### src/hw/bpm_map.svh
// Register offsets, field positions, reset values and timing counts
`ifndef BPM_MAP_SVH
`define BPM_MAP_SVH

`define BPM_OFF_PCTRL 12'h000
`define BPM_OFF_IEN 12'h004
`define BPM_OFF_RSRC 12'h008
`define BPM_OFF_ISTAT 12'h00C
`define BPM_OFF_IMASK 12'h010
`define BPM_OFF_STATE 12'h014

`define BPM_PCTRL_MODE_LSB 0
`define BPM_PCTRL_SEL_BIT 4
`define BPM_PCTRL_PD_BIT 5
`define BPM_IEN_BO_BIT 5
`define BPM_IEN_GLB_BIT 7
`define BPM_RSRC_POF_BIT 4
`define BPM_RSRC_BOF_BIT 5

`define BPM_PCTRL_RESET 8'h00
`define BPM_IEN_RESET 8'h00
`define BPM_IMASK_RESET 3'h0

`define BPM_RST_PULSE_NS 400
`define BPM_CLK_PERIOD_NS 25
`define BPM_RST_PULSE_CYC \
  ((`BPM_RST_PULSE_NS + `BPM_CLK_PERIOD_NS - 1) / `BPM_CLK_PERIOD_NS)

`endif

### src/hw/bpm_pkg.sv
// Types of the brownout and power-on monitor
package bpm_pkg;
  typedef enum logic [1:0] {
    BPM_MODE_NORMAL = 2'h0,
    BPM_MODE_IDLE = 2'h1,
    BPM_MODE_PDOWN = 2'h2,
    BPM_MODE_TOTAL = 2'h3
  } bpm_mode_t;
  typedef enum logic [1:0] {
    BPM_RS_IDLE = 2'h0,
    BPM_RS_HOLD = 2'h1,
    BPM_RS_WAIT = 2'h3
  } bpm_rst_state_t;
  typedef logic [11:0] bpm_addr_t;
  typedef logic [31:0] bpm_data_t;
endpackage : bpm_pkg

### src/hw/bpm_sync.sv
// Three-stage synchroniser with agreement filter
`timescale 1ns/100ps
`default_nettype none
module bpm_sync #(
  parameter logic INIT = 1'b0
) (
  input wire logic clk,
  input wire logic rst,
  input wire logic din,
  output logic dout
);
  logic s1_reg;
  logic s2_reg;
  logic s3_reg;
  logic q_reg;
  logic q_next;

  always_comb begin
    q_next = q_reg;
    if (s2_reg == s3_reg) begin
      q_next = s3_reg;
    end
  end

  always_ff @(posedge clk or posedge rst) begin
    if (rst) begin
      s1_reg <= INIT;
      s2_reg <= INIT;
      s3_reg <= INIT;
      q_reg <= INIT;
    end else begin
      s1_reg <= din;
      s2_reg <= s1_reg;
      s3_reg <= s2_reg;
      q_reg <= q_next;
    end
  end

  assign dout = q_reg;
endmodule : bpm_sync
`default_nettype wire

### src/hw/bpm_monitor.sv
// Brownout and power-on monitor with APB register slave
//
// How it works
// - Erased enable option disables brownout detection
// - Total power down mode disables detection
// - Power-down bit disables detection, resets zero
// - Select zero: brownout resets and sets flag
// - Select one with enables: interrupt plus flag
// - Missing enable: no reset/interrupt, flag set
// - Brownout flag sticks until software writes zero
// - Power-on detect sets sticky power-on flag
// - Power-on flag cleared only by writing zero
// - Option programmed: power-on also sets brownout flag
// - Two-bit field selects three reduction modes
// - Field codes normal, idle, power down, total
//
// Chosen here: the APB interface to the registers and the placing of the registers.
`timescale 1ns/100ps
`default_nettype none
`include "bpm_map.svh"
module bpm_monitor (
  input wire logic CORE_CLK,
  input wire logic RESET,
  input wire logic BROWNOUT_OPTION_ENABLE,
  input wire logic BROWNOUT_DET,
  input wire logic POWER_ON_DET,
  input wire logic PSEL,
  input wire logic PENABLE,
  input wire logic PWRITE,
  input wire bpm_pkg::bpm_addr_t PADDR,
  input wire bpm_pkg::bpm_data_t PWDATA,
  output bpm_pkg::bpm_data_t PRDATA,
  output logic PREADY,
  output logic PSLVERR,
  output logic BROWNOUT_RESET,
  output logic BROWNOUT_IRQ,
  output logic IRQ,
  output bpm_pkg::bpm_mode_t POWER_MODE
);
  import bpm_pkg::*;

  ////////////////////////////////////////////////////////////////////////
  logic bo_sync;
  logic po_sync;
  logic opt_sync;
  logic bo_prev_reg;
  logic po_prev_reg;

  bpm_sync #(.INIT(1'b0)) u_bo_sync (
    .clk(CORE_CLK),
    .rst(RESET),
    .din(BROWNOUT_DET),
    .dout(bo_sync)
  );
  bpm_sync #(.INIT(1'b0)) u_po_sync (
    .clk(CORE_CLK),
    .rst(RESET),
    .din(POWER_ON_DET),
    .dout(po_sync)
  );
  bpm_sync #(.INIT(1'b0)) u_opt_sync (
    .clk(CORE_CLK),
    .rst(RESET),
    .din(BROWNOUT_OPTION_ENABLE),
    .dout(opt_sync)
  );

  ////////////////////////////////////////////////////////////////////////
  logic [7:0] pctrl_reg;
  logic [7:0] pctrl_next;
  logic [7:0] ien_reg;
  logic [7:0] ien_next;
  logic bof_reg;
  logic bof_next;
  logic pof_reg;
  logic pof_next;
  logic [2:0] istat_reg;
  logic [2:0] istat_next;
  logic [2:0] imask_reg;
  logic [2:0] imask_next;
  bpm_data_t prdata_reg;
  bpm_data_t prdata_next;
  logic pslverr_reg;
  logic pslverr_next;
  logic pready_reg;
  logic pready_next;

  bpm_mode_t mode;
  logic det_enable;
  logic bo_rise;
  logic po_rise;
  logic bo_sel;
  logic irq_ok;
  logic wr_acc;
  logic rd_acc;
  logic addr_hit;

  assign mode = bpm_mode_t'(pctrl_reg[`BPM_PCTRL_MODE_LSB +: 2]);
  always_comb begin
    det_enable = 1'b0;
    if (opt_sync) begin
      unique case (mode)
        BPM_MODE_TOTAL: det_enable = 1'b0;
        BPM_MODE_NORMAL, BPM_MODE_IDLE, BPM_MODE_PDOWN: begin
          det_enable = ~pctrl_reg[`BPM_PCTRL_PD_BIT];
        end
      endcase
    end
  end

  assign bo_rise = bo_sync & ~bo_prev_reg & det_enable;
  assign po_rise = po_sync & ~po_prev_reg;
  assign bo_sel = pctrl_reg[`BPM_PCTRL_SEL_BIT];
  assign irq_ok = ien_reg[`BPM_IEN_BO_BIT] & ien_reg[`BPM_IEN_GLB_BIT];

  assign wr_acc = PSEL & PENABLE & PWRITE & pready_reg;
  assign rd_acc = PSEL & ~PENABLE & ~PWRITE;
  always_comb begin
    unique case (PADDR)
      `BPM_OFF_PCTRL, `BPM_OFF_IEN, `BPM_OFF_RSRC,
      `BPM_OFF_ISTAT, `BPM_OFF_IMASK, `BPM_OFF_STATE: addr_hit = 1'b1;
      default: addr_hit = 1'b0;
    endcase
  end

  ////////////////////////////////////////////////////////////////////////
  always_comb begin
    pctrl_next = pctrl_reg;
    ien_next = ien_reg;
    bof_next = bof_reg;
    pof_next = pof_reg;
    istat_next = istat_reg;
    imask_next = imask_reg;
    prdata_next = prdata_reg;
    pslverr_next = 1'b0;
    pready_next = PSEL & ~PENABLE;
    if (wr_acc) begin
      unique case (PADDR)
        `BPM_OFF_PCTRL: pctrl_next = PWDATA[7:0];
        `BPM_OFF_IEN: ien_next = PWDATA[7:0];
        `BPM_OFF_RSRC: begin
          if (!PWDATA[`BPM_RSRC_BOF_BIT]) bof_next = 1'b0;
          if (!PWDATA[`BPM_RSRC_POF_BIT]) pof_next = 1'b0;
        end
        `BPM_OFF_ISTAT: istat_next = istat_reg & ~PWDATA[2:0];
        `BPM_OFF_IMASK: imask_next = PWDATA[2:0];
        default: ;
      endcase
    end
    if (rd_acc) begin
      prdata_next = '0;
      unique case (PADDR)
        `BPM_OFF_PCTRL: prdata_next[7:0] = pctrl_reg;
        `BPM_OFF_IEN: prdata_next[7:0] = ien_reg;
        `BPM_OFF_RSRC: begin
          prdata_next[`BPM_RSRC_BOF_BIT] = bof_reg;
          prdata_next[`BPM_RSRC_POF_BIT] = pof_reg;
        end
        `BPM_OFF_ISTAT: prdata_next[2:0] = istat_reg;
        `BPM_OFF_IMASK: prdata_next[2:0] = imask_reg;
        `BPM_OFF_STATE: prdata_next[3:0] = {opt_sync, det_enable,
                                            po_sync, bo_sync};
        default: ;
      endcase
    end
    if (PSEL & ~PENABLE & ~addr_hit) pslverr_next = 1'b1;
    // Hardware set beats software clear
    if (bo_rise) bof_next = 1'b1;
    if (po_rise) begin
      pof_next = 1'b1;
      if (opt_sync) bof_next = 1'b1;
    end
    if (bo_rise) istat_next[0] = 1'b1;
    if (po_rise) istat_next[1] = 1'b1;
    if (bo_rise & bo_sel & irq_ok) istat_next[2] = 1'b1;
  end

  ////////////////////////////////////////////////////////////////////////
  // Brownout reset pulse and interrupt request
  bpm_rst_state_t rs_reg;
  bpm_rst_state_t rs_next;
  logic [4:0] rs_cnt_reg;
  logic [4:0] rs_cnt_next;
  logic bo_reset_next;
  logic bo_irq_next;
  logic irq_next;
  logic bo_reset_reg;
  logic bo_irq_reg;
  logic irq_reg;

  always_comb begin
    rs_next = rs_reg;
    rs_cnt_next = rs_cnt_reg;
    unique case (rs_reg)
      BPM_RS_IDLE: begin
        if (bo_rise & ~bo_sel) begin
          rs_next = BPM_RS_HOLD;
          rs_cnt_next = 5'(`BPM_RST_PULSE_CYC - 1);
        end
      end
      BPM_RS_HOLD: begin
        if (rs_cnt_reg == 5'h00) rs_next = BPM_RS_WAIT;
        else rs_cnt_next = rs_cnt_reg - 5'h01;
      end
      BPM_RS_WAIT: begin
        if (!bo_sync) rs_next = BPM_RS_IDLE;
      end
      default: rs_next = BPM_RS_IDLE;
    endcase
    bo_reset_next = (rs_next == BPM_RS_HOLD);
    // Interrupt level while brownout persists and routing allows it
    bo_irq_next = det_enable & bo_sync & bo_sel & irq_ok;
    irq_next = |(istat_next & imask_reg);
  end

  ////////////////////////////////////////////////////////////////////////
  always_ff @(posedge CORE_CLK or posedge RESET) begin
    if (RESET) begin
      pctrl_reg <= `BPM_PCTRL_RESET;
      ien_reg <= `BPM_IEN_RESET;
      bof_reg <= 1'b0;
      pof_reg <= 1'b0;
      istat_reg <= 3'h0;
      imask_reg <= `BPM_IMASK_RESET;
      prdata_reg <= '0;
      pslverr_reg <= 1'b0;
      pready_reg <= 1'b0;
      bo_prev_reg <= 1'b0;
      po_prev_reg <= 1'b0;
      rs_reg <= BPM_RS_IDLE;
      rs_cnt_reg <= 5'h00;
      bo_reset_reg <= 1'b0;
      bo_irq_reg <= 1'b0;
      irq_reg <= 1'b0;
    end else begin
      pctrl_reg <= pctrl_next;
      ien_reg <= ien_next;
      bof_reg <= bof_next;
      pof_reg <= pof_next;
      istat_reg <= istat_next;
      imask_reg <= imask_next;
      prdata_reg <= prdata_next;
      pslverr_reg <= pslverr_next;
      pready_reg <= pready_next;
      bo_prev_reg <= bo_sync;
      po_prev_reg <= po_sync;
      rs_reg <= rs_next;
      rs_cnt_reg <= rs_cnt_next;
      bo_reset_reg <= bo_reset_next;
      bo_irq_reg <= bo_irq_next;
      irq_reg <= irq_next;
    end
  end

  assign PRDATA = prdata_reg;
  assign PREADY = pready_reg;
  assign PSLVERR = pslverr_reg;
  assign BROWNOUT_RESET = bo_reset_reg;
  assign BROWNOUT_IRQ = bo_irq_reg;
  assign IRQ = irq_reg;
  assign POWER_MODE = bpm_mode_t'(pctrl_reg[`BPM_PCTRL_MODE_LSB +: 2]);
endmodule : bpm_monitor
`default_nettype wire

### config.mk
export PLATFORM = sky130hd
export DESIGN_NAME = bpm_monitor
export DESIGN_NICKNAME = d
export VERILOG_FILES = /design/src/hw/bpm_pkg.sv /design/src/hw/bpm_sync.sv /design/src/hw/bpm_monitor.sv
export VERILOG_INCLUDE_DIRS = /design/src /design/src/hw
export SDC_FILE = /design/constraint.sdc
export NUM_CORES = 1
export LEC_CHECK = 0
export BUFFER_PORTS_ARGS = -buffer_cell sky130_fd_sc_hd__buf_2
export CAP_MARGIN = 0
export CORE_ASPECT_RATIO = 0.75
export CORE_MARGIN = 4
export CORE_UTILIZATION = 30
export CTS_CLUSTER_DIAMETER = 40
export CTS_CLUSTER_SIZE = 12
export DETAILED_ROUTE_END_ITERATION = 6
export MAX_ROUTING_LAYER = met4
export PLACE_DENSITY = 0.49
export SLEW_MARGIN = 20
export SYNTH_ARGS = -nofsm -noshare
export SYNTH_HDL_FRONTEND = slang
export SYNTH_SLANG_ARGS = --single-unit
### constraint.sdc
create_clock -name CORE_CLK -period 2.75 [get_ports CORE_CLK]
set_clock_uncertainty 0.2 [all_clocks]
set_input_delay 0.4125 -clock CORE_CLK [delete_from_list [all_inputs] [get_ports CORE_CLK]]
set_output_delay 0.4125 -clock CORE_CLK [all_outputs]
set_load 0.05 [all_outputs]
==> results.md <==
* Status: finished, final reports clean
* Post-Synth Adder-Cell Area at 1.93%
* Site Rows at 30
* Reg-to-reg setup timing slack at 670 ps
* Antenna violations before repair at 0
* P&R area growth vs syn at 23.3%
* Post-synth top flop: dfrtp_1
* Final std cells w/o fill at 445
* Slew @ Worst Pin at 581 ps
* Hold Slack at 128 ps
* Detailed router's first-iteration violation count at 104
* Congestion Overflow GR at 0
* Max cap viols at 0
* Post-synth EDFFs at 0
* Ranking of synthesized cells by area: dfrtp_1 51%, buf_4 6.8%, mux2_2 5.1%
* Largest family of logic cells by synthesized area: simple AND/OR/NAND/NOR gates
* Seq cells post-synth at 58
* DR vias/cell at 4.58
* Area leader, netlist: dfrtp_1
* Synth Warn # at 0
* Chip Width at 121 um
* Combinational fraction of design power at 17.2%
* CTS buffer count at 9
* Crit path cell chain: buf_2 -> nor4_4 -> nand4_1 -> o41ai_1 -> o221ai_1
* Final instance area at 3520 um2
* Psw at 0.766 mW
* Clk_lat worst skew at 320 ps
* Complex-gate fraction of the synthesized area at 10.1%
* Final worst-path cycle share at 78.5%
* DP HPWL at 4.96 mm
* Layout Nets at 366
* DR WL/cell at 14.9 um
* Slew headroom at 60.8%
* Slew Viols, Final at 0
* Routed Antenna Nets at 0
* Post-synthesis mux area share at 11.1%
* Critical Path Slowest Stage Cell: o41ai_1
* Cells after synthesis at 258
* Clk pin slew, worst setup/hold paths at 50 ps
* R2r startpoint: PREADY$_DFF_PP0_
* Routability Congestion at 0.762
* Detailed Routing Iterations Pass 1 at 4
* DR vias at 2040
* Critical path launch point type: input port
* Critical Path AT at 2100 ps
* Max Root-Sink Buffers at 2
* Antenna cells at 0
* Leak Pwr at 1.67 nW
* Min Tclk post-route at 2160 ps
* WP data required at 2690 ps
* Worst Setup SP: PADDR[4]
* IO Count at 91
* Worst IR Drop VDD at 0.333 mV
* Mapped cell area at 2860 um2
* GRT Overall Usage at 13.1%
* Post-Synth XOR/XNOR Area at 0.307%
* Worst r2r dst: IRQ$_DFF_PP0_
* Post-synthesis simple-gate area fraction at 16.0%
* Internal at 1.96 mW
* Final setup violation count at 0
* Post-Route WL at 6.65 mm
* # H-tree levels at 3
* Max incr delay on CP at 550 ps
* Share of the synthesized area in the top cell type at 50.8%
* HP Start: PWDATA[7]
* CP Buf/Inv Count at 1
* PortBufs at 42
* Clock Sinks at 58
* Initial Util at 31.2%
* Worst min path class: input port to flip-flop
* First-pass GRT wire length at 10.8 mm
* Top Family by Delay on Critical Path: compound AO/OA/AOI/OAI gates
* Placed instance area at 3140 um2
* Die ar. at 11200 um2
* Placed cells at 425
* Sequential share of the synthesized area at 50.8%
* Avg Cell Area, Syn at 11.1 um2
* Hold depth at 2
* Crit path capture: IRQ$_DFF_PP0_
* Via count of the first global-routing pass at 1918
* Seq pwr share at 37.0%
* RSZ-0062 raised after global routing: no
* Clock share of power at 45.8%
* Die Ht at 92.5 um
* Cell depth of the worst flop-to-flop path at 4
* Max frequency at 0.463 GHz
* Switch share at 28.1%
* WS Path Type: input port to flip-flop
* Layout cells sized above 1 at 29.0%
* Root Buffer: clkbuf_16
* Largest net degree at the start of global routing at 35
* DRC errors left at 0
* Cell variety after synth at 52
* Setup_tns at 0 ps
* CTS tree: yes
* Pwr/cell area at 775 nW/um2
* Final Hold Vio Count at 0
* CP Depth at 5
* Post-CTS Repair Setup Buffers at 0
* CP endpoint kind: flip-flop
* Crit path max fanout at 5
* Core area at 9160 um2
* FFs w/ async S/R, synth at 100%
[worst min path at each step]
stage                                            end  slack, ps
after floorplan           u_bo_sync.s2_reg$_DFF_PP0_        130
after global placement    u_po_sync.s2_reg$_DFF_PP0_        130
after detailed placement  u_bo_sync.s2_reg$_DFF_PP0_        140
after CTS                   pctrl_reg[7]$_DFFE_PP0P_        110
after global routing        pctrl_reg[6]$_DFFE_PP0P_        120
final                       pctrl_reg[7]$_DFFE_PP0P_        130
[timing repair]
item,in CTS,in global routing
hold buffers,4,0
endpoints found under the hold margin,27,0
resized for setup,0,0
[cell type report]
| cell class | instances | area [um2] |
|---|---|---|
| multi-input combinational | 178 | 1220 |
| clock buffer | 12 | 267 |
| fill | 930 | 5640 |
| timing repair buffer | 52 | 308 |
| clock inverter | 4 | 72.6 |
| sequential | 58 | 1450 |
| tap | 128 | 160 |
| inverter | 13 | 48.8 |
[stage by stage]
step | power [mW] | worst slack, ps | util [%]
CTS | 2.76 | 688 | 38.5
detailed placement | 1.49 | 359 | 34.3
floorplan | 1.40 | 710 | -
global placement | 1.48 | 369 | 34.3
global route | 2.88 | 534 | 38.5
finish | 2.73 | 592 | 38.5
[cell families (layout without fill, tap and decap cells)]
logic type                 after synthesis  in the layout
muxes                                   27             27
adders and majority gates                5              5
and+or+nand+nor                         78             78
DFF                                     58             58
buffers and inverters                   45             81
xor gates and xnor gates                 1              1
other                                    1             24
AOI/OAI and AO/OA                       43             43
[metal layers]
layer | share of wire (%) | global-route usage, % | routed length [um]
met3 | 6.4 | 4.33 | 427
met2 | 40 | 16.5 | 2640
met4 | 1.5 | 4.53 | 97
met5 | 0 | - | 0
met1 | 52 | 19.3 | 3490
[power by group through the flow]
stage               Clock (mW)  Combinational [mW]  Sequential (mW)
floorplan                    0               0.352             1.04
global placement             0               0.460             1.02
detailed placement           0               0.466             1.03
CTS                       1.28               0.470             1.01
global route              1.33               0.526             1.02
finish                    1.25               0.469             1.01
[cell usage after synthesis (all sizes together) (5+ instances only)]
library cell / count
dfrtp: 58
buf: 28
mux2: 19
nand2: 17
nor2: 17
inv: 13
a21oi: 10
mux2i: 8
nor3: 8
o31ai: 8
o21ai: 7
nand2b: 5
nand4: 5
nor2b: 5
nor4: 5
[cells in the final DEF (no fill, tap or decap), drive strengths merged, types with 2 or more instances in the layout]
cell,instances
nand2,17
mux2,19
inv,13
o31ai,8
o21ai,7
bufinv,2
ha,2
nor2b,5
nor3,8
a21oi,10
dfrtp,58
and3,2
nor2,17
nand3,3
nor4,5
clkbuf,12
a22o,2
nand4,5
buf,48
nand2b,5
and4,3
a31oi,2
or4,2
and2,2
o21a,2
conb,24
dlygate4sd3,4
mux2i,8
maj3,3
[worst reg2reg max path, stage by stage (launching register included)]
cell and delay, ps:
dfrtp_1 340, and4_1 300, nand2_1 160, o41ai_1 610, o221ai_1 280
Note: power is estimated with default switching activity, not from simulation.
